--- config.mk ---
export PLATFORM = sky130hd
export DESIGN_NAME = oatl_link
export DESIGN_NICKNAME = d
export VERILOG_FILES = /design/src/include/oatl_pkg.sv /design/src/rtl/oatl_link.sv
export SDC_FILE = /design/constraint.sdc
export NUM_CORES = 1
export LEC_CHECK = 0
export ABC_AREA = 1
export ABC_CLOCK_PERIOD_IN_PS = 1350
export BUFFER_PORTS_ARGS = -buffer_cell sky130_fd_sc_hd__buf_2
export CAP_MARGIN = 0
export CELL_PAD_IN_SITES_DETAIL_PLACEMENT = 0
export CELL_PAD_IN_SITES_GLOBAL_PLACEMENT = 1
export CORE_ASPECT_RATIO = 1.1
export CORE_MARGIN = 3
export CORE_UTILIZATION = 33
export DETAILED_ROUTE_END_ITERATION = 8
export GPL_ROUTABILITY_DRIVEN = 0
export PLACE_DENSITY = 0.83
export SLEW_MARGIN = 20
export SYNTH_ARGS = -nofsm -noshare
export SYNTH_HDL_FRONTEND = slang
export SYNTH_SLANG_ARGS = --single-unit
--- constraint.sdc ---
create_clock -name aclk -period 1.35 [get_ports aclk]
set_input_delay 0.27 -clock aclk [delete_from_list [all_inputs] [get_ports aclk]]
set_output_delay 0.27 -clock aclk [all_outputs]
set_load 0.03 [all_outputs]
--- src/include/oatl_pkg.sv ---
package oatl_pkg;
  // ------------------------------------------------------------
  // Temperature coding
  // ------------------------------------------------------------
  localparam int          TEMP_W          = 8;
  localparam int          TEMP_OFFSET_C   = 40;
  localparam int          TEMP_STEPS_PER_C = 2;
  localparam int          NO_SENSOR_C     = 15;
  localparam logic [7:0]  DEFAULT_CODE    = 8'((NO_SENSOR_C + TEMP_OFFSET_C) * TEMP_STEPS_PER_C);

  // ------------------------------------------------------------
  // Timing
  // ------------------------------------------------------------
  localparam int          CLK_MHZ         = 200;
  localparam int          START_TIME_MS   = 7000;
  localparam int          START_CYCLES    = START_TIME_MS * CLK_MHZ * 1000;

  // ------------------------------------------------------------
  // Register map (byte addresses)
  // ------------------------------------------------------------
  localparam logic [7:0]  REG_CTRL        = 8'h00;
  localparam logic [7:0]  REG_STATUS      = 8'h04;
  localparam logic [7:0]  REG_IRQ_STAT    = 8'h08;
  localparam logic [7:0]  REG_IRQ_MASK    = 8'h0C;
  localparam logic [7:0]  REG_DEFAULT     = 8'h10;
  localparam logic [7:0]  REG_QUAL        = 8'h14;
  localparam logic [7:0]  REG_EST         = 8'h18;

  localparam logic [0:0]  CTRL_RESET      = 1'h1;
  localparam int          CTRL_TX_EN_BIT  = 0;

  localparam int          ST_AVAIL_BIT    = 0;
  localparam int          ST_CORR_OK_BIT  = 1;
  localparam int          ST_TX_RUN_BIT   = 2;
  localparam int          ST_EST_INV_BIT  = 3;
  localparam int          ST_MASK_BIT     = 4;
  localparam int          ST_USABLE_BIT   = 5;

  localparam int          IRQ_W           = 4;
  localparam int          IRQ_COMM_LOST   = 0;
  localparam int          IRQ_CORR_INV    = 1;
  localparam int          IRQ_TX_START    = 2;
  localparam int          IRQ_TIMEOUT     = 3;
  localparam logic [3:0]  IRQ_MASK_RESET  = 4'h0;

  localparam logic [1:0]  RESP_OKAY       = 2'h0;
  localparam logic [1:0]  RESP_SLVERR     = 2'h2;

  typedef enum logic [2:0] {
    TX_IDLE = 3'b001,
    TX_WAIT = 3'b010,
    TX_RUN  = 3'b100
  } oatl_tx_state_t;
endpackage

--- src/rtl/oatl_link.sv ---
`timescale 1ns/10ps
module oatl_link
  import oatl_pkg::*;
#(
  parameter int unsigned START_LIMIT = START_CYCLES  // Start deadline in cycles
) (
  input  wire logic        aclk,              // 200 MHz clock
  input  wire logic        aresetn,           // Sync reset, low
  input  wire logic [7:0]  s_axi_awaddr,      // Write address
  input  wire logic        s_axi_awvalid,     // Write address valid
  output logic             s_axi_awready,     // Write address ready
  input  wire logic [31:0] s_axi_wdata,       // Write data
  input  wire logic [3:0]  s_axi_wstrb,       // Write strobes
  input  wire logic        s_axi_wvalid,      // Write data valid
  output logic             s_axi_wready,      // Write data ready
  output logic [1:0]       s_axi_bresp,       // Write response
  output logic             s_axi_bvalid,      // Write response valid
  input  wire logic        s_axi_bready,      // Write response ready
  input  wire logic [7:0]  s_axi_araddr,      // Read address
  input  wire logic        s_axi_arvalid,     // Read address valid
  output logic             s_axi_arready,     // Read address ready
  output logic [31:0]      s_axi_rdata,       // Read data
  output logic [1:0]       s_axi_rresp,       // Read response
  output logic             s_axi_rvalid,      // Read data valid
  input  wire logic        s_axi_rready,      // Read data ready
  input  wire logic        rx_corr_strobe,    // Corrected message received
  input  wire logic [7:0]  rx_corr_code,      // Corrected temperature code
  input  wire logic        rx_corr_invalid,   // Validity flag, 1 = invalid
  input  wire logic        rx_avail,          // Availability flag, 1 = available
  input  wire logic        comm_lost,         // Gateway communication lost
  input  wire logic        engine_run,        // Engine running indication
  input  wire logic        accessory_mode,    // Accessory power mode
  input  wire logic        sensor_fail,       // Estimator input sensor failed
  input  wire logic        dtc_recorded,      // Matching trouble code recorded
  input  wire logic        accuracy_ok,       // Estimate accuracy achievable
  input  wire logic        est_strobe,        // New estimate available
  input  wire logic [7:0]  est_code,          // New estimate code
  input  wire logic        nv_restore,        // Load estimate from storage
  input  wire logic [7:0]  nv_restore_code,   // Stored estimate code
  output logic             nv_wr_en,          // Storage write pulse
  output logic [7:0]       nv_wr_data,        // Storage write data
  output logic             tx_active,         // Estimate being transmitted
  output logic [7:0]       tx_est_code,       // Transmitted estimate code
  output logic             tx_est_invalid,    // Estimate validity, 1 = invalid
  output logic             tx_est_mask,       // Estimate mask, 1 = use
  output logic [7:0]       qual_temp,         // Qualified outside temperature
  output logic             data_usable,       // Corrected data usable
  output logic             substitute,        // Availability lost, default temperature in use
  output logic             irq                // Level interrupt
);

  // ------------------------------------------------------------
  // Register bus slave
  // ------------------------------------------------------------
  logic                 awready_q, wready_q, bvalid_q, aw_full_q, w_full_q;
  logic                 arready_q, rvalid_q;
  logic [1:0]           bresp_q, rresp_q;
  logic [31:0]          rdata_q, wdata_q;
  logic [3:0]           wstrb_q;
  logic [7:0]           awaddr_q;
  logic                 wr_fire;
  logic                 ctrl_tx_en_q;
  logic [IRQ_W-1:0]     irq_stat_q, irq_mask_q, irq_set;
  logic [7:0]           default_q;
  logic                 avail_q, corr_ok_q, est_inv_q, mask_q;
  logic [7:0]           corr_q, est_q, qual_q;
  logic                 usable_q, subst_q, nv_wr_q, irq_q;
  logic                 run_d1_q, comm_d1_q;
  logic [31:0]          start_cnt_q;
  oatl_tx_state_t       tx_state_q;

  assign wr_fire = aw_full_q && w_full_q && !bvalid_q;

  always_ff @(posedge aclk) begin
    if (!aresetn) begin
      awready_q <= 1'b0;
      aw_full_q <= 1'b0;
      awaddr_q  <= 8'h00;
    end else if (s_axi_awvalid && awready_q) begin
      awready_q <= 1'b0;
      aw_full_q <= 1'b1;
      awaddr_q  <= s_axi_awaddr;
    end else if (wr_fire) begin
      aw_full_q <= 1'b0;
    end else if (!aw_full_q) begin
      awready_q <= 1'b1;
    end
  end

  always_ff @(posedge aclk) begin
    if (!aresetn) begin
      wready_q <= 1'b0;
      w_full_q <= 1'b0;
      wdata_q  <= 32'h0000_0000;
      wstrb_q  <= 4'h0;
    end else if (s_axi_wvalid && wready_q) begin
      wready_q <= 1'b0;
      w_full_q <= 1'b1;
      wdata_q  <= s_axi_wdata;
      wstrb_q  <= s_axi_wstrb;
    end else if (wr_fire) begin
      w_full_q <= 1'b0;
    end else if (!w_full_q) begin
      wready_q <= 1'b1;
    end
  end

  always_ff @(posedge aclk) begin
    if (!aresetn) begin
      bvalid_q <= 1'b0;
      bresp_q  <= RESP_OKAY;
    end else if (wr_fire) begin
      bvalid_q <= 1'b1;
      bresp_q  <= (awaddr_q == REG_CTRL || awaddr_q == REG_IRQ_STAT ||
                   awaddr_q == REG_IRQ_MASK || awaddr_q == REG_DEFAULT) ? RESP_OKAY
                                                                      : RESP_SLVERR;
    end else if (s_axi_bready) begin
      bvalid_q <= 1'b0;
    end
  end

  always_ff @(posedge aclk) begin
    if (!aresetn) begin
      arready_q <= 1'b0;
      rvalid_q  <= 1'b0;
      rdata_q   <= 32'h0000_0000;
      rresp_q   <= RESP_OKAY;
    end else if (s_axi_arvalid && arready_q) begin
      arready_q <= 1'b0;
      rvalid_q  <= 1'b1;
      rresp_q   <= RESP_OKAY;
      case (s_axi_araddr)
        REG_CTRL:     rdata_q <= {31'h0000_0000, ctrl_tx_en_q};
        REG_STATUS:   rdata_q <= {26'h000_0000, usable_q, mask_q, est_inv_q,
                                  tx_state_q == TX_RUN, corr_ok_q, avail_q};
        REG_IRQ_STAT: rdata_q <= {28'h000_0000, irq_stat_q};
        REG_IRQ_MASK: rdata_q <= {28'h000_0000, irq_mask_q};
        REG_DEFAULT:  rdata_q <= {24'h00_0000, default_q};
        REG_QUAL:     rdata_q <= {24'h00_0000, qual_q};
        REG_EST:      rdata_q <= {24'h00_0000, est_q};
        default: begin
          rdata_q <= 32'h0000_0000;
          rresp_q <= RESP_SLVERR;
        end
      endcase
    end else if (rvalid_q) begin
      if (s_axi_rready) begin
        rvalid_q <= 1'b0;
      end
    end else begin
      arready_q <= 1'b1;
    end
  end

  // ------------------------------------------------------------
  // Software registers and interrupts
  // ------------------------------------------------------------
  always_ff @(posedge aclk) begin
    if (!aresetn) begin
      ctrl_tx_en_q <= CTRL_RESET[0];
      irq_mask_q   <= IRQ_MASK_RESET;
      default_q    <= DEFAULT_CODE;
    end else if (wr_fire && wstrb_q[0]) begin
      case (awaddr_q)
        REG_CTRL:     ctrl_tx_en_q <= wdata_q[CTRL_TX_EN_BIT];
        REG_IRQ_MASK: irq_mask_q   <= wdata_q[IRQ_W-1:0];
        REG_DEFAULT:  default_q    <= wdata_q[7:0];
        default: begin
        end
      endcase
    end
  end

  always_comb begin
    irq_set                = '0;
    irq_set[IRQ_COMM_LOST] = comm_lost && !comm_d1_q;
    irq_set[IRQ_CORR_INV]  = rx_corr_strobe && rx_corr_invalid && !comm_lost;
    irq_set[IRQ_TX_START]  = tx_state_q == TX_WAIT && (est_strobe || start_cnt_q >= START_LIMIT);
    irq_set[IRQ_TIMEOUT]   = tx_state_q == TX_WAIT && !est_strobe && start_cnt_q >= START_LIMIT;
  end

  // New events win over a simultaneous write-one clear
  always_ff @(posedge aclk) begin
    if (!aresetn) begin
      irq_stat_q <= '0;
      irq_q      <= 1'b0;
    end else begin
      if (wr_fire && wstrb_q[0] && awaddr_q == REG_IRQ_STAT) begin
        irq_stat_q <= (irq_stat_q & ~wdata_q[IRQ_W-1:0]) | irq_set;
      end else begin
        irq_stat_q <= irq_stat_q | irq_set;
      end
      irq_q <= |(irq_stat_q & irq_mask_q);
    end
  end

  // ------------------------------------------------------------
  // Receive side: corrected temperature and availability
  // ------------------------------------------------------------
  always_ff @(posedge aclk) begin
    if (!aresetn) begin
      avail_q   <= 1'b1;
      corr_ok_q <= 1'b0;
      corr_q    <= DEFAULT_CODE;
      comm_d1_q <= 1'b0;
    end else begin
      comm_d1_q <= comm_lost;
      if (comm_lost) begin
        avail_q <= 1'b0;
      end else if (rx_corr_strobe) begin
        avail_q   <= rx_avail;
        corr_ok_q <= !rx_corr_invalid;
        if (!rx_corr_invalid) begin
          corr_q <= rx_corr_code;
        end
      end
    end
  end

  // Registered so every output stays a flop; adds one cycle of latency
  always_ff @(posedge aclk) begin
    if (!aresetn) begin
      qual_q   <= DEFAULT_CODE;
      usable_q <= 1'b0;
      subst_q  <= 1'b0;
    end else begin
      usable_q <= avail_q && corr_ok_q;
      subst_q  <= !avail_q;
      qual_q   <= (avail_q && corr_ok_q) ? corr_q : default_q;
    end
  end

  // ------------------------------------------------------------
  // Transmit side: estimate, flags and start deadline
  // ------------------------------------------------------------
  always_ff @(posedge aclk) begin
    if (!aresetn) begin
      est_inv_q <= 1'b0;
      mask_q    <= 1'b0;
    end else begin
      est_inv_q <= sensor_fail && dtc_recorded;
      mask_q    <= accuracy_ok && !accessory_mode;
    end
  end

  // Only running-engine estimates reach storage, so accessory mode keeps the last one
  always_ff @(posedge aclk) begin
    if (!aresetn) begin
      est_q   <= DEFAULT_CODE;
      nv_wr_q <= 1'b0;
    end else begin
      nv_wr_q <= engine_run && est_strobe;
      if (engine_run && est_strobe) begin
        est_q <= est_code;
      end else if (nv_restore) begin
        est_q <= nv_restore_code;
      end
    end
  end

  always_ff @(posedge aclk) begin
    if (!aresetn) begin
      tx_state_q  <= TX_IDLE;
      start_cnt_q <= 32'h0000_0000;
      run_d1_q    <= 1'b0;
    end else begin
      run_d1_q <= engine_run;
      case (tx_state_q)
        TX_IDLE: begin
          start_cnt_q <= 32'h0000_0000;
          if (ctrl_tx_en_q && engine_run && !run_d1_q) begin
            tx_state_q <= TX_WAIT;
          end
        end
        TX_WAIT: begin
          start_cnt_q <= start_cnt_q + 32'h0000_0001;
          if (!ctrl_tx_en_q) begin
            tx_state_q <= TX_IDLE;
          end else if (est_strobe || start_cnt_q >= START_LIMIT) begin
            tx_state_q <= TX_RUN;
          end
        end
        TX_RUN: begin
          if (!ctrl_tx_en_q) begin
            tx_state_q <= TX_IDLE;
          end
        end
        default: tx_state_q <= TX_IDLE;
      endcase
    end
  end

  // ------------------------------------------------------------
  // Outputs
  // ------------------------------------------------------------
  assign s_axi_awready  = awready_q;
  assign s_axi_wready   = wready_q;
  assign s_axi_bvalid   = bvalid_q;
  assign s_axi_bresp    = bresp_q;
  assign s_axi_arready  = arready_q;
  assign s_axi_rvalid   = rvalid_q;
  assign s_axi_rdata    = rdata_q;
  assign s_axi_rresp    = rresp_q;
  assign nv_wr_en       = nv_wr_q;
  assign nv_wr_data     = est_q;
  assign tx_active      = tx_state_q[2];
  assign tx_est_code    = est_q;
  assign tx_est_invalid = est_inv_q;
  assign tx_est_mask    = mask_q;
  assign qual_temp      = qual_q;
  assign data_usable    = usable_q;
  assign substitute     = subst_q;
  assign irq            = irq_q;
endmodule

-- Word-level counts from Yosys, hierarchy flattened
Cells that the tools add are included.
- add/subtract/negate cells: 1
- magnitude comparators: 1
- reduce and logical (&&, ||, !) cells: 52
- muxes and demuxes: 23
- bitwise logic cells: 11
- equality and inequality tests: 15
- operators with widths (cell ; count):
    one-hot mux 32 bit (2 select lines) ; 1
    one-hot mux 8 bit (7 select lines) ; 1
    adder 32 x 1 -> 32 bit, second input constant ; 1
    == test 8 x 4 -> 1 bit, second input constant ; 4
    == test 8 x 5 -> 1 bit, second input constant ; 4
    greater-or-equal comparator 32 x 31 -> 1 bit, second input constant ; 1
    two-way mux 8 bit ; 3
    logical AND 1 bit ; 19
    logical NOT 8 bit ; 2
    two-way mux 3 bit ; 4
    AND reduction 2 bit ; 6
    nonzero test 2 bit ; 6
    two-way mux 1 bit ; 10
    one-hot mux 3 bit (3 select lines) ; 1
    AND 4 bit ; 2
    == test 8 x 3 -> 1 bit, second input constant ; 1
    logical NOT 1 bit ; 8
    OR 4 bit ; 2
    OR reduction 7 bit ; 1
    NOT 1 bit ; 6
    AND reduction 3 bit ; 2
    OR reduction 2 bit ; 3
    logical OR 1 bit ; 4
    two-way mux 2 bit ; 2
    8 further kinds ; 9
- input bits: 94
- word-level logic and storage cells: 135
- flip-flop bits (word level): 146
- output and inout bits: 72

-- Depth between registers and ports, before layout
Gate-level depths: netlist (run 1).
- depth in word-level cells: 5
- gate-level depth with buffers: 10
- gate-level depth less buffers: 10

-- Least setup slack after synthesis (run 1)
No wires, ideal clock.
- kind: register -> register
- start: register start_cnt_q[1]
- end: register start_cnt_q[18]
- buffers on the path: 0
- library setup time: 0.119 ns
- clock period less this slack: 1.471 ns
- setup slack: -0.121 ns
- data arrival time: 1.351 ns
- data required time: 1.231 ns
- cell stages (with the launch flop): 9
- path through: dfxtp_1 > ha_1 > nand3_2 > nor2_1 > nand2_1 > nor2_2 > nand3b_1 > o21ai_0 > a21oi_1
- cells in the longest elaborated chain, start to end: 2
- RTL lines (item ; line ; text):
    start, declared ; oatl_link.sv:69 ; logic [31:0] start_cnt_q;
    start signal, assigned ; oatl_link.sv:276 ; start_cnt_q <= start_cnt_q + 32'h0000_0001;
    adder 32 x 1 -> 32 bit ; oatl_link.sv:276 ;
    one-hot mux 32 bit (2 select lines) ; oatl_link.sv:268 ; case (tx_state_q)
No other way between the ends.
A chain may end at the register's enable or synchronous reset.

-- Worst setup path after layout (run 1)
- start: register start_cnt_q[14]
- end: register start_cnt_q[18]
The elaborated chain is that of the path after synthesis.

==> results of run 1 <==
[placed cells by master (no fill, tap or decap), types with 7 or more instances in the layout]
| master | count |
|---|---|
| sky130_fd_sc_hd__a211oi_1 | 7 |
| sky130_fd_sc_hd__nor2_1 | 79 |
| sky130_fd_sc_hd__conb_1 | 26 |
| sky130_fd_sc_hd__nor3_2 | 8 |
| sky130_fd_sc_hd__nor2_4 | 19 |
| sky130_fd_sc_hd__dfxtp_2 | 26 |
| sky130_fd_sc_hd__o21ai_0 | 47 |
| sky130_fd_sc_hd__nor2_2 | 11 |
| sky130_fd_sc_hd__nand2_1 | 183 |
| sky130_fd_sc_hd__nand4_1 | 13 |
| sky130_fd_sc_hd__dfxtp_1 | 90 |
| sky130_fd_sc_hd__a21oi_1 | 55 |
| sky130_fd_sc_hd__o21ai_1 | 17 |
| sky130_fd_sc_hd__nor3_4 | 7 |
| sky130_fd_sc_hd__inv_1 | 64 |
| sky130_fd_sc_hd__buf_2 | 108 |
| sky130_fd_sc_hd__buf_4 | 92 |
| sky130_fd_sc_hd__clkbuf_16 | 17 |
| sky130_fd_sc_hd__buf_6 | 9 |
| sky130_fd_sc_hd__nand2_2 | 21 |
| sky130_fd_sc_hd__nand3_1 | 76 |
| sky130_fd_sc_hd__o211ai_1 | 7 |
| sky130_fd_sc_hd__nand3_2 | 8 |
| sky130_fd_sc_hd__inv_2 | 13 |
[final cells by class]
type / instances / area (sq um)
fillers: 1727 / 8860
multi-input cells: 618 / 3290
flip-flops and latches: 120 / 2450
repair buffers: 216 / 1440
clock buffers: 18 / 429
inverters: 81 / 309
well taps: 234 / 293
clock inverters: 13 / 195
[flip-flops by register name, indices dropped and copies added, names as in the netlist, 3 cells and up]
signal and cells:
s_axi_rdata 8, irq_mask_q 4, awaddr_q 8, default_q 8, start_cnt_q 32, irq_stat_q 4
corr_q 8, wdata_q 8, nv_wr_data 8, tx_state_q 3, qual_temp 8
[critical path: cells and delay by family, from the launching register on]
kind,cells,cell delay [ns]
DFF,1,0.36
AOI/OAI and AO/OA,2,0.19
buffers and inverters,2,0.23
and+or+nand+nor,3,0.56
[how the worst max path moves through the flow]
stage | to | slack [ns] | cells past startpoint
final | start_cnt_q[18] | -0.1 | 7
after global placement | s_axi_rdata[5] | -0.12 | 9
after detailed placement | s_axi_rdata[5] | -0.14 | 9
after floorplan | default_q[4] | 0.006 | 8
after global routing | start_cnt_q[30] | -0.22 | 9
after CTS | start_cnt_q[30] | -0.09 | 8
[logic make-up (layout without fill, tap and decap cells)]
kind of cell    after synthesis  count (layout)  share of synthesized area, %
fa+ha+maj                     2               2                         0.426
buf+inv                     145             328                          11.8
other cells                   1              26                        0.0638
xor+xnor                      2               2                         0.298
flops                       120             120                          40.9
compound gates              151             151                          13.9
simple gates                437             437                          32.7
[routing by layer]
metal	wire [um]	share of wire [%]
met5	0	0
met2	7950	47
met1	8040	47
met3	702	4.1
met4	238	1.4
[power by group through the flow]
stage	Combinational, W	Sequential, W	Clock, W
after floorplan	0.000934	0.00397	0
final	0.00185	0.00383	0.00484
after CTS	0.00177	0.00382	0.00494
after global placement	0.00169	0.00388	0
after global routing	0.00202	0.00384	0.00510
after detailed placement	0.00171	0.00388	0
[per-stage QoR]
step	setup slack, ns	instance area [sq um]	hold WS [ns]	cells
floorplan	0.00622	6010	0.342	883
global placement	-0.124	7160	0.411	1252
detailed placement	-0.144	7160	0.419	1252
CTS	-0.0895	8040	0.0468	1289
global route	-0.219	8400	0.0672	1300
finish	-0.100	8400	0.0653	1300
[timing repair]
item / in CTS / in global routing
endpoints found under the hold margin: 1 / 0
setup buffers: 6 / 11
endpoints found under the setup margin: 37 / 52
resized for setup: 73 / 95
hold buffers: 1 / 0
pin swaps: 19 / 38
==> impl_metrics.prom, run 1 <==
# TYPE chip_impl_metric gauge
chip_impl_info{name="status",value="finished with violations"} 1
chip_impl_info{name="violations_in_the_final_reports",value="setup timing"} 1
chip_impl_metric{name="core_region_area",unit="sq um"} 17300
chip_impl_metric{name="cts_max_level",unit=""} 4
chip_impl_metric{name="fp.dieArea",unit="sq um"} 19400
chip_impl_info{name="worst_setup_startpoint",value="start_cnt_q[14]"} 1
chip_impl_info{name="post_synth_main_area_contributors",value="sky130_fd_sc_hd__dfxtp_1 (41%), sky130_fd_sc_hd__nand2_1 (13%), sky130_fd_sc_hd__nand3_1 (7.2%)"} 1
chip_impl_metric{name="hold_path_depth",unit=""} 3
chip_impl_metric{name="finalSetupTns",unit="ns"} -1.04
chip_impl_metric{name="post_drt_wl_per_cell",unit="um"} 13.0
chip_impl_info{name="critical_path_launch_point_type",value="flip-flop"} 1
chip_impl_metric{name="critical_path_arrival",unit="ns"} 1.75
chip_impl_metric{name="routed_wl",unit="um"} 16900
chip_impl_metric{name="switchingPower",unit="W"} 0.00305
chip_impl_metric{name="timing_hold_violations_final",unit=""} 0
chip_impl_metric{name="dp.final_hpwl",unit="um"} 12400
chip_impl_metric{name="power.switching_fraction",unit="%"} 29.0
chip_impl_metric{name="ys_seq_area_share",unit="%"} 40.9
chip_impl_metric{name="finalSetupViolCount",unit=""} 29
chip_impl_metric{name="setup_ws",unit="ns"} -0.100
chip_impl_metric{name="grt_usage",unit="%"} 17.1
chip_impl_info{name="grt.busiest_layer",value="met2"} 1
chip_impl_metric{name="ir_worst_vdd",unit="mV"} 0.988
chip_impl_info{name="cts-root-buf",value="sky130_fd_sc_hd__clkbuf_16"} 1
chip_impl_metric{name="drtIter0Drc",unit=""} 335
chip_impl_metric{name="met1_usage",unit="%"} 22.9
chip_impl_metric{name="final_nets",unit=""} 1150
chip_impl_metric{name="postLayoutCoreUtil",unit="%"} 48.7
chip_impl_metric{name="antenna_found_initial",unit=""} 0
chip_impl_metric{name="combinationalPowerShare",unit="%"} 17.6
chip_impl_info{name="yosys_top_cell_by_area",value="sky130_fd_sc_hd__dfxtp_1"} 1
chip_impl_info{name="timing.setup.critical_path_class",value="reg2reg"} 1
chip_impl_info{name="synth_flop_cell",value="sky130_fd_sc_hd__dfxtp_1"} 1
chip_impl_metric{name="gr-usage-met2",unit="%"} 27.8
chip_impl_metric{name="floorplan.initialDensity",unit="%"} 34.0
chip_impl_metric{name="ys_warn_count",unit=""} 0
chip_impl_info{name="crit_path_cell_trace",value="inv_1 -> nor3_1 -> nand2_1 -> buf_4 -> nand3b_1 -> o21ai_2 -> a21oi_1"} 1
chip_impl_metric{name="post_synth_num_cell_types",unit=""} 36
chip_impl_metric{name="asyncSetResetFlopFracSynth",unit="%"} 0
chip_impl_metric{name="post-route-drc-count",unit=""} 0
chip_impl_metric{name="timing_max_transition_violations_final",unit=""} 0
chip_impl_metric{name="synthCells",unit=""} 858
chip_impl_metric{name="number_of_flops_mapped_to_enable_cells_by_yosys",unit=""} 0
chip_impl_metric{name="routed-via-count",unit=""} 6094
chip_impl_metric{name="die-height",unit="um"} 146
chip_impl_info{name="yosysMostFrequentCell",value="sky130_fd_sc_hd__nand2_1"} 1
chip_impl_metric{name="synth_area",unit="sq um"} 5870
chip_impl_metric{name="grt_first_pass_wirelength",unit="um"} 27400
chip_impl_metric{name="drive_above_1_share",unit="%"} 36.1
chip_impl_info{name="post_synth_most_frequent_cells",value="sky130_fd_sc_hd__nand2_1 (205), sky130_fd_sc_hd__dfxtp_1 (120), sky130_fd_sc_hd__nor2_1 (95)"} 1
chip_impl_metric{name="r2r_cells",unit=""} 7
chip_impl_metric{name="viasPerCell",unit=""} 4.69
chip_impl_info{name="min_path_type",value="in2reg"} 1
chip_impl_metric{name="power.share.sequential",unit="%"} 36.4
chip_impl_metric{name="clock-skew-final",unit="ns"} 0.00792
chip_impl_metric{name="clockPowerShare",unit="%"} 46.0
chip_impl_metric{name="critical_path_required",unit="ns"} 1.65
chip_impl_metric{name="max_freq",unit="MHz"} 690
chip_impl_metric{name="power",unit="W"} 0.0105
chip_impl_metric{name="io_pins",unit=""} 166
chip_impl_metric{name="areaGrowthSynthToFinish",unit="%"} 43.0
chip_impl_metric{name="avgSynthCellArea",unit="sq um"} 6.85
chip_impl_metric{name="number_of_clock_sinks",unit=""} 120
chip_impl_metric{name="cpPeakStageDelay",unit="ns"} 0.36
chip_impl_metric{name="timing.max_cap.violations",unit=""} 0
chip_impl_info{name="rr_startpoint",value="start_cnt_q[14]"} 1
chip_impl_metric{name="placementRows",unit=""} 50
chip_impl_metric{name="crit_fanout",unit=""} 4
chip_impl_metric{name="detail-route-antenna-nets",unit=""} 0
chip_impl_metric{name="p_per_area",unit="nW/um^2"} 1250
chip_impl_metric{name="worst_skew_pair.late_latency",unit="ns"} 0.42
chip_impl_metric{name="number_of_input_and_output_port_buffers_inserted",unit=""} 112
chip_impl_metric{name="cts.clk_slew.worst_paths",unit="ns"} 0.06
chip_impl_info{name="cts_tree",value="yes"} 1
chip_impl_metric{name="drt_pre_antenna_iters",unit=""} 5
chip_impl_metric{name="post-route-period-util",unit="%"} 107
chip_impl_metric{name="antenna_cells_inserted",unit=""} 0
chip_impl_metric{name="power_leakage",unit="nW"} 3.68
chip_impl_metric{name="synth_seq_cells",unit=""} 120
chip_impl_metric{name="cts_max_path_buffers",unit=""} 2
chip_impl_metric{name="timing.reg2reg.setup_slack",unit="ns"} -0.1
chip_impl_metric{name="dieWidth",unit="um"} 133
chip_impl_info{name="cp_slowest_cell",value="sky130_fd_sc_hd__dfxtp_2"} 1
chip_impl_metric{name="cts_inserted_buffers",unit=""} 17
chip_impl_metric{name="period_minus_slack",unit="ns"} 1.45
chip_impl_info{name="setup_repair_after_global_routing_missed_its_margin",value="yes"} 1
chip_impl_info{name="cp-end-kind",value="flip-flop"} 1
chip_impl_metric{name="internal-power",unit="W"} 0.00747
chip_impl_metric{name="maximum_number_of_pins_on_one_net_before_global_route_repair",unit=""} 73
chip_impl_info{name="hold_path_startpoint",value="accuracy_ok"} 1
chip_impl_metric{name="use_met3",unit="%"} 3.49
chip_impl_metric{name="grt_overflow",unit=""} 0
chip_impl_metric{name="vias_in_the_first_global_route",unit=""} 5638
chip_impl_info{name="reg2reg_to",value="start_cnt_q[18]"} 1
chip_impl_metric{name="synth.top_cell.area_share",unit="%"} 40.9
chip_impl_info{name="holdPathEnd",value="tx_est_mask"} 1
(Power assumes the default switching activity.)
==> inputs of run 2 (changes only) <==
- GPL_TIMING_DRIVEN: not set -> 0
==> run 2 against run 1 <==
  * The run still ends with setup timing left
  * Setup slack lost 0.050 ns
  * Via count grew 1.7%
  * Global-route usage grew 1.7 points
  * Clock-buffer cell count grew 2
  * Hold slack lost 0.0066 ns
  * Fmax shrank 3.3%
  * Utilization grew 0.49 points
  * Clock skew grew 0.0063 ns
  * Total power shrank 2.4%
  * Die area is the same
  * Largest power group unchanged
==> impl_metrics.prom, run 2 (same netlist as run 1, synthesis figures left out) <==
# TYPE chip_impl_metric gauge
chip_impl_info{name="status",value="finished with violations"} 1
chip_impl_info{name="violations_in_the_final_reports",value="setup timing"} 1
chip_impl_metric{name="final_nets",unit=""} 1156
chip_impl_metric{name="switchingPower",unit="W"} 0.00317
chip_impl_metric{name="grt_first_pass_wirelength",unit="um"} 29400
chip_impl_metric{name="grt_overflow",unit=""} 0
chip_impl_metric{name="number_of_clock_sinks",unit=""} 120
chip_impl_metric{name="clock-skew-final",unit="ns"} 0.0142
chip_impl_metric{name="power.switching_fraction",unit="%"} 30.9
chip_impl_metric{name="core_region_area",unit="sq um"} 17300
chip_impl_metric{name="power.share.sequential",unit="%"} 37.2
chip_impl_metric{name="cts_max_path_buffers",unit=""} 2
chip_impl_info{name="timing.setup.critical_path_class",value="reg2reg"} 1
chip_impl_metric{name="vias_in_the_first_global_route",unit=""} 5744
chip_impl_metric{name="largest_register_ffs",unit=""} 32
chip_impl_metric{name="grt_usage",unit="%"} 18.8
chip_impl_metric{name="drt_pre_antenna_iters",unit=""} 5
chip_impl_metric{name="crit_fanout",unit=""} 5
chip_impl_metric{name="viasPerCell",unit=""} 4.74
chip_impl_metric{name="post-route-drc-count",unit=""} 0
chip_impl_metric{name="max_slew.worst_pin.slew",unit="ns"} 0.734
chip_impl_metric{name="drive_above_1_share",unit="%"} 39.3
chip_impl_metric{name="timing_max_transition_violations_final",unit=""} 0
chip_impl_metric{name="routed_wl",unit="um"} 18600
chip_impl_metric{name="placed_cells_incl_taps",unit=""} 1225
chip_impl_metric{name="post-route-period-util",unit="%"} 111
chip_impl_metric{name="critical_path_required",unit="ns"} 1.66
chip_impl_metric{name="slew_headroom",unit="%"} 51.1
chip_impl_info{name="hold_path_startpoint",value="accuracy_ok"} 1
chip_impl_metric{name="post-route-cell-area",unit="sq um"} 8490
chip_impl_metric{name="worst_skew_pair.late_latency",unit="ns"} 0.42
chip_impl_metric{name="detail-route-antenna-nets",unit=""} 0
chip_impl_metric{name="timing_hold_violations_final",unit=""} 0
chip_impl_metric{name="floorplan.initialDensity",unit="%"} 34.0
chip_impl_metric{name="drtIter0Drc",unit=""} 423
chip_impl_metric{name="dp.final_hpwl",unit="um"} 13200
chip_impl_metric{name="maximum_number_of_pins_on_one_net_before_global_route_repair",unit=""} 17
chip_impl_metric{name="finalSetupViolCount",unit=""} 27
chip_impl_info{name="crit_path_cell_trace",value="ha_4 -> nand3_4 -> nor2_4 -> buf_4 -> buf_4 -> nand4_1 -> o21ai_1 -> a21oi_1"} 1
chip_impl_metric{name="setup_ws",unit="ns"} -0.150
chip_impl_metric{name="dieWidth",unit="um"} 133
chip_impl_info{name="rr_startpoint",value="start_cnt_q[0]"} 1
chip_impl_info{name="cts_tree",value="yes"} 1
chip_impl_metric{name="antenna_cells_inserted",unit=""} 0
chip_impl_metric{name="internal-power",unit="W"} 0.00709
chip_impl_metric{name="routed-via-count",unit=""} 6195
chip_impl_metric{name="cts_max_level",unit=""} 4
chip_impl_metric{name="number_of_input_and_output_port_buffers_inserted",unit=""} 108
chip_impl_info{name="cp_slowest_cell",value="sky130_fd_sc_hd__dfxtp_4"} 1
chip_impl_info{name="setup_repair_after_global_routing_missed_its_margin",value="yes"} 1
chip_impl_metric{name="postLayoutCoreUtil",unit="%"} 49.2
chip_impl_metric{name="post_drt_wl_per_cell",unit="um"} 14.2
chip_impl_metric{name="io_pins",unit=""} 166
chip_impl_info{name="cp-end-kind",value="flip-flop"} 1
chip_impl_metric{name="finalSetupTns",unit="ns"} -1.47
chip_impl_metric{name="ir_worst_vdd",unit="mV"} 0.933
chip_impl_metric{name="die-height",unit="um"} 146
chip_impl_metric{name="cpPeakStageDelay",unit="ns"} 0.38
chip_impl_info{name="top_register",value="start_cnt_q"} 1
chip_impl_metric{name="critical_path_arrival",unit="ns"} 1.81
chip_impl_metric{name="stdcell_count",unit=""} 1307
chip_impl_info{name="commonest_cells_after_routing_fill_and_taps_aside",value="sky130_fd_sc_hd__nand2_1 (178), sky130_fd_sc_hd__buf_2 (107), sky130_fd_sc_hd__buf_4 (81)"} 1
chip_impl_info{name="critical_path_launch_point_type",value="flip-flop"} 1
chip_impl_metric{name="power_leakage",unit="nW"} 3.68
chip_impl_info{name="worst_setup_startpoint",value="start_cnt_q[0]"} 1
chip_impl_info{name="mostFrequentLayoutCell",value="sky130_fd_sc_hd__nand2_1"} 1
chip_impl_metric{name="clockPowerShare",unit="%"} 43.3
chip_impl_metric{name="p_per_area",unit="nW/um^2"} 1210
chip_impl_metric{name="antenna_found_initial",unit=""} 0
chip_impl_metric{name="placed_area",unit="sq um"} 6840
chip_impl_metric{name="areaGrowthSynthToFinish",unit="%"} 44.5
chip_impl_metric{name="layout.area.seq",unit="sq um"} 2510
chip_impl_metric{name="cts.clk_slew.worst_paths",unit="ns"} 0.06
chip_impl_metric{name="max_freq",unit="MHz"} 667
chip_impl_info{name="top_cell_by_count_worst_path",value="sky130_fd_sc_hd__buf_4"} 1
chip_impl_info{name="cts-root-buf",value="sky130_fd_sc_hd__clkbuf_16"} 1
chip_impl_metric{name="combined_area_of_the_multi_input_logic_cells",unit="sq um"} 3370
chip_impl_metric{name="fillerInstances",unit=""} 1746
chip_impl_metric{name="fp.dieArea",unit="sq um"} 19400
chip_impl_metric{name="combinationalPowerShare",unit="%"} 19.5
chip_impl_metric{name="period_minus_slack",unit="ns"} 1.50
chip_impl_metric{name="cts_inserted_buffers",unit=""} 17
chip_impl_metric{name="placementRows",unit=""} 50
chip_impl_info{name="min_path_type",value="in2reg"} 1
chip_impl_metric{name="timing.max_cap.violations",unit=""} 0
==> run 2: cell count changes in the layout (fill, tap and decap cells not counted), sizes merged <==
cell | previous run | this run
buf | 213 | 204
inv | 83 | 82
bufinv | 4 | 1
clkbuf | 20 | 37
clkinvlp | 0 | 2
clkinv | 7 | 8
==> run 2: critical path: cells and delay by family, from the launching register on <==
family	cells	cell delay, ns
flip-flops	1	0.38
AND/OR/NAND/NOR	3	0.39
AO/OA/AOI/OAI	2	0.22
buffers and inverters	2	0.24
adder cells (fa/ha/maj)	1	0.16
==> run 2: routing by layer <==
metal	global-route usage, %	vias up	routed length (um)
li1	-	3167	-
met1	24.8	2831	8480
met2	30.2	179	8820
met3	4.29	18	1080
met4	6.38	0	219
met5	0	-	0
==> run 2: what timing repair did <==
item | in CTS | in global routing
setup endpoints to repair | 62 | 68
gates resized for setup | 126 | 141
pin swaps | 22 | 40
setup buffers | 22 | 29
cloned | 1 | 1
endpoints found under the hold margin | 1 | 0
hold buffers | 1 | 0
==> run 2: cell type report <==
type,count,share of cell area (%)
well taps,234,3.45
clock inverters,12,1.37
flip-flops and latches,120,29.6
plain buffers,63,4.86
repair buffers,159,11.6
inverters,81,3.82
clock buffers,20,5.50
multi-input cells,618,39.7
==> run 2: metrics by stage <==
stage,total power (W),setup WS [ns],hold slack (ns)
detailed placement,0.00544,-0.394,0.423
floorplan,0.00491,0.00622,0.342
global placement,0.00545,-0.384,0.409
CTS,0.0101,-0.120,0.0529
finish,0.0103,-0.150,0.0587
global route,0.0107,-0.213,0.0580
==> run 2: worst paths after layout <==
path         cells past startpoint  slack (ns)         endpoint
min reg2reg                      1        0.44    irq_stat_q[0]
max                              8       -0.15  start_cnt_q[14]
min                              3        0.06      tx_est_mask
max reg2reg                      8       -0.15  start_cnt_q[14]
==> run 2: power groups by stage <==
stage | clock [W] | sequential, W | combinational [W]
floorplan | 0 | 0.00397 | 0.000934
global placement | 0 | 0.00389 | 0.00155
detailed placement | 0 | 0.00389 | 0.00154
CTS | 0.00450 | 0.00383 | 0.00177
global route | 0.00471 | 0.00383 | 0.00219
finish | 0.00444 | 0.00381 | 0.00201
==> inputs of run 3 (changes only) <==
- ABC_AREA: 1 -> not set
- CORE_UTILIZATION: 33 -> 34
- PLACE_DENSITY: 0.83 -> 0.82
==> run 3 against run 2 <==
  * The run still ends with setup timing left
  * Hold slack better by 0.0048 ns
  * Global-route usage down 1.8 points
  * Fmax down 20%
  * Clock skew fell by 0.0040 ns
  * Clock power about the same
  * Critical path type unchanged
  * Critical endpoint is now start_cnt_q[13]
  * Largest cell class unchanged
==> impl_metrics.prom, run 3 <==
# TYPE chip_impl_metric gauge
chip_impl_metric{name="core_region_area",unit="sq um"} 15800
chip_impl_info{name="setup_repair_after_global_routing_missed_its_margin",value="yes"} 1
chip_impl_metric{name="detail-route-antenna-nets",unit=""} 0
chip_impl_metric{name="io_pins",unit=""} 166
chip_impl_metric{name="synthCells",unit=""} 659
chip_impl_metric{name="clock-skew-final",unit="ns"} 0.0103
chip_impl_info{name="cp-end-kind",value="flip-flop"} 1
chip_impl_metric{name="internal-power",unit="W"} 0.00694
chip_impl_metric{name="placementRows",unit=""} 48
chip_impl_metric{name="post_drt_wl_per_cell",unit="um"} 14.8
chip_impl_metric{name="dieWidth",unit="um"} 127
chip_impl_info{name="synth_top_family_by_area",value="simple AND/OR/NAND/NOR gates"} 1
chip_impl_info{name="critical_path_launch_point_type",value="flip-flop"} 1
chip_impl_metric{name="number_of_input_and_output_port_buffers_inserted",unit=""} 108
chip_impl_metric{name="final_nets",unit=""} 935
chip_impl_metric{name="grt_first_pass_wirelength",unit="um"} 24400
chip_impl_metric{name="critical_path_cell_count",unit=""} 7
chip_impl_info{name="commonest_cells_after_routing_fill_and_taps_aside",value="sky130_fd_sc_hd__nand2_1 (125), sky130_fd_sc_hd__buf_2 (99), sky130_fd_sc_hd__dfxtp_1 (91)"} 1
chip_impl_info{name="post_synth_most_frequent_cells",value="sky130_fd_sc_hd__nand2_1 (128), sky130_fd_sc_hd__dfxtp_1 (120), sky130_fd_sc_hd__a21oi_1 (57)"} 1
chip_impl_metric{name="synth_area",unit="sq um"} 5500
chip_impl_metric{name="worst-path-buf-inv",unit=""} 2
chip_impl_metric{name="post-route-drc-count",unit=""} 0
chip_impl_metric{name="cpPeakStageDelay",unit="ns"} 0.45
chip_impl_metric{name="largest_register_ffs",unit=""} 32
chip_impl_metric{name="routed-via-count",unit=""} 5254
chip_impl_metric{name="maximum_number_of_pins_on_one_net_before_global_route_repair",unit=""} 17
chip_impl_metric{name="post-route-cell-area",unit="sq um"} 7650
chip_impl_metric{name="cts.clk_slew.worst_paths",unit="ns"} 0.05
chip_impl_metric{name="p_per_area",unit="nW/um^2"} 1210
chip_impl_metric{name="drive_above_1_share",unit="%"} 36.4
chip_impl_metric{name="power",unit="W"} 0.00923
chip_impl_metric{name="dp.final_hpwl",unit="um"} 10900
chip_impl_metric{name="vias_in_the_first_global_route",unit=""} 4818
chip_impl_info{name="crit_path_cell_trace",value="or3b_4 -> buf_6 -> nor4_4 -> buf_4 -> nand3_1 -> mux2_2 -> nor2_1"} 1
chip_impl_metric{name="drt_pre_antenna_iters",unit=""} 5
chip_impl_metric{name="synth-compound-area-share",unit="%"} 13.4
chip_impl_metric{name="max_slew.worst_pin.slew",unit="ns"} 0.696
chip_impl_metric{name="grt_usage",unit="%"} 17.0
chip_impl_metric{name="yosys-mux-area-fraction",unit="%"} 9.12
chip_impl_metric{name="ir_worst_vdd",unit="mV"} 0.895
chip_impl_metric{name="crit_fanout",unit=""} 4
chip_impl_metric{name="clockPowerShare",unit="%"} 48.2
chip_impl_metric{name="power_leakage",unit="nW"} 3.23
chip_impl_metric{name="placed_area",unit="sq um"} 6450
chip_impl_info{name="timing.critical_path.max_delay_family",value="simple AND/OR/NAND/NOR gates"} 1
chip_impl_metric{name="worst_skew_pair.late_latency",unit="ns"} 0.42
chip_impl_metric{name="adder_cell_fraction_of_synth_area",unit="%"} 0.455
chip_impl_info{name="status",value="finished with violations"} 1
chip_impl_info{name="yosysMostFrequentCell",value="sky130_fd_sc_hd__nand2_1"} 1
chip_impl_metric{name="period_minus_slack",unit="ns"} 1.88
chip_impl_metric{name="post-route-period-util",unit="%"} 139
chip_impl_metric{name="ys_seq_area_share",unit="%"} 43.7
chip_impl_metric{name="r2r_cells",unit=""} 7
chip_impl_metric{name="critical_path_required",unit="ns"} 1.69
chip_impl_metric{name="number_of_flops_mapped_to_enable_cells_by_yosys",unit=""} 0
chip_impl_metric{name="antenna_cells_inserted",unit=""} 0
chip_impl_metric{name="critical_path_arrival",unit="ns"} 2.22
chip_impl_metric{name="asyncSetResetFlopFracSynth",unit="%"} 0
chip_impl_info{name="cts_tree",value="yes"} 1
chip_impl_metric{name="floorplan.initialDensity",unit="%"} 34.8
chip_impl_metric{name="cts_inserted_buffers",unit=""} 17
chip_impl_metric{name="power.switching_fraction",unit="%"} 24.9
chip_impl_metric{name="hold_path_depth",unit=""} 3
chip_impl_metric{name="drtIter0Drc",unit=""} 225
chip_impl_info{name="yosys_top_cell_by_area",value="sky130_fd_sc_hd__dfxtp_1"} 1
chip_impl_metric{name="routed_wl",unit="um"} 15600
chip_impl_metric{name="timing_hold_violations_final",unit=""} 0
chip_impl_metric{name="areaGrowthSynthToFinish",unit="%"} 39.1
chip_impl_metric{name="grt_overflow",unit=""} 0
chip_impl_metric{name="switchingPower",unit="W"} 0.00230
chip_impl_info{name="synth_flop_cell",value="sky130_fd_sc_hd__dfxtp_1"} 1
chip_impl_metric{name="avgSynthCellArea",unit="sq um"} 8.35
chip_impl_metric{name="dp_worst_slack",unit="ns"} -0.887
chip_impl_metric{name="finalSetupTns",unit="ns"} -18.20
chip_impl_info{name="top_register",value="start_cnt_q"} 1
chip_impl_metric{name="ys_warn_count",unit=""} 0
chip_impl_metric{name="viasPerCell",unit=""} 5.01
chip_impl_metric{name="cts_max_path_buffers",unit=""} 2
chip_impl_info{name="cts-root-buf",value="sky130_fd_sc_hd__clkbuf_16"} 1
chip_impl_metric{name="power.share.sequential",unit="%"} 40.3
chip_impl_metric{name="finalSetupViolCount",unit=""} 53
chip_impl_metric{name="antenna_found_initial",unit=""} 0
chip_impl_metric{name="synth_seq_cells",unit=""} 120
chip_impl_metric{name="post_synth_num_cell_types",unit=""} 52
chip_impl_metric{name="die-height",unit="um"} 139
chip_impl_metric{name="synth.top_cell.area_share",unit="%"} 43.7
chip_impl_info{name="timing.setup.critical_path_class",value="reg2reg"} 1
chip_impl_metric{name="timing.max_cap.violations",unit=""} 0
chip_impl_info{name="mostFrequentLayoutCell",value="sky130_fd_sc_hd__nand2_1"} 1
chip_impl_metric{name="slew_headroom",unit="%"} 53.6
chip_impl_metric{name="max_freq",unit="MHz"} 533
chip_impl_metric{name="fraction_of_the_mapped_netlist_area_in_simple_logic_gates",unit="%"} 25.6
chip_impl_metric{name="fp.dieArea",unit="sq um"} 17700
chip_impl_metric{name="synthXorXnorAreaFrac",unit="%"} 0
chip_impl_info{name="violations_in_the_final_reports",value="setup timing"} 1
chip_impl_metric{name="cts_max_level",unit=""} 4
chip_impl_info{name="min_path_type",value="in2reg"} 1
chip_impl_metric{name="combinationalPowerShare",unit="%"} 11.4
chip_impl_metric{name="setup_ws",unit="ns"} -0.526
chip_impl_info{name="post_synth_main_area_contributors",value="sky130_fd_sc_hd__dfxtp_1 (44%), sky130_fd_sc_hd__nand2_1 (8.7%), sky130_fd_sc_hd__mux2i_1 (5.6%)"} 1
chip_impl_info{name="cp_slowest_cell",value="sky130_fd_sc_hd__or3b_4"} 1
chip_impl_metric{name="number_of_clock_sinks",unit=""} 120
chip_impl_metric{name="timing_max_transition_violations_final",unit=""} 0
==> run 3: cell count changes after synthesis, sizes merged, moves of 17 or more <==
cell and change:
nand3 -56, mux2i +31, inv -66, mux2 +17, o21ai -42, nor2 -64
nand2 -78
==> run 3: power by group through the flow <==
stage | sequential, W | combinational (W) | clock, W
floorplan | 0.00386 | 0.000588 | 0
global placement | 0.00380 | 0.000944 | 0
detailed placement | 0.00380 | 0.000945 | 0
CTS | 0.00373 | 0.00100 | 0.00451
global route | 0.00374 | 0.00115 | 0.00467
finish | 0.00372 | 0.00106 | 0.00445
==> run 3: path summary, 6_finish.rpt <==
kind                                       from         endpoint  slack (ns)
worst min-delay path            rx_corr_code[1]        corr_q[1]        0.06
worst max-delay path              tx_state_q[2]  start_cnt_q[13]       -0.53
worst min register to register        corr_q[7]     qual_temp[7]        0.45
worst max register to register    tx_state_q[2]  start_cnt_q[13]       -0.53
==> run 3: layout make-up <==
class | instances | area, sq um
Inverter | 13 | 48.8
Tap cell | 200 | 250
Timing Repair Buffer | 136 | 830
Buffer | 65 | 430
Multi-Input combinational cell | 486 | 3060
Clock inverter | 7 | 93.8
Clock buffer | 22 | 485
Fill cell | 1563 | 8140
Sequential cell | 120 | 2460
==> run 3: what timing repair did <==
action,4_1_cts,5_1_grt
gates cloned,0,1
hold endpoints to repair,1,0
pin swaps,25,21
gates resized for setup,54,69
setup buffers,16,10
hold buffers,1,0
endpoints found under the setup margin,59,71
==> run 3: per-stage QoR <==
stage | utilization [%] | hold slack (ns) | cells
2_1_floorplan | - | 0.346 | 684
3_3_place_gp | 40.8 | 0.433 | 992
3_5_place_dp | 40.8 | 0.434 | 992
4_1_cts | 46.6 | 0.0588 | 1038
5_1_grt | 48.5 | 0.0541 | 1049
6_report | 48.5 | 0.0635 | 1049
==> run 3: logic make-up (layout without fill, tap and decap cells) <==
family                     Yosys count  after routing
muxes                               48             48
adders and majority gates            2              2
buffers and inverters               78            243
other                                1             26
DFF                                120            120
AOI/OAI and AO/OA                  123            123
and+or+nand+nor                    287            287
==> run 3: routing by layer <==
metal	up-vias	routed length (um)	GRT usage, %
li1	2615	-	-
met1	2480	7390	23.3
met2	140	7160	26.4
met3	19	760	3.76
met4	0	257	5.76
met5	-	0	0
==> run 3: tightest hold or removal path: stages <==
cell and delay, ns:
sky130_fd_sc_hd__buf_2 0.08, sky130_fd_sc_hd__nand2_1 0.04, sky130_fd_sc_hd__nand3_1 0.06
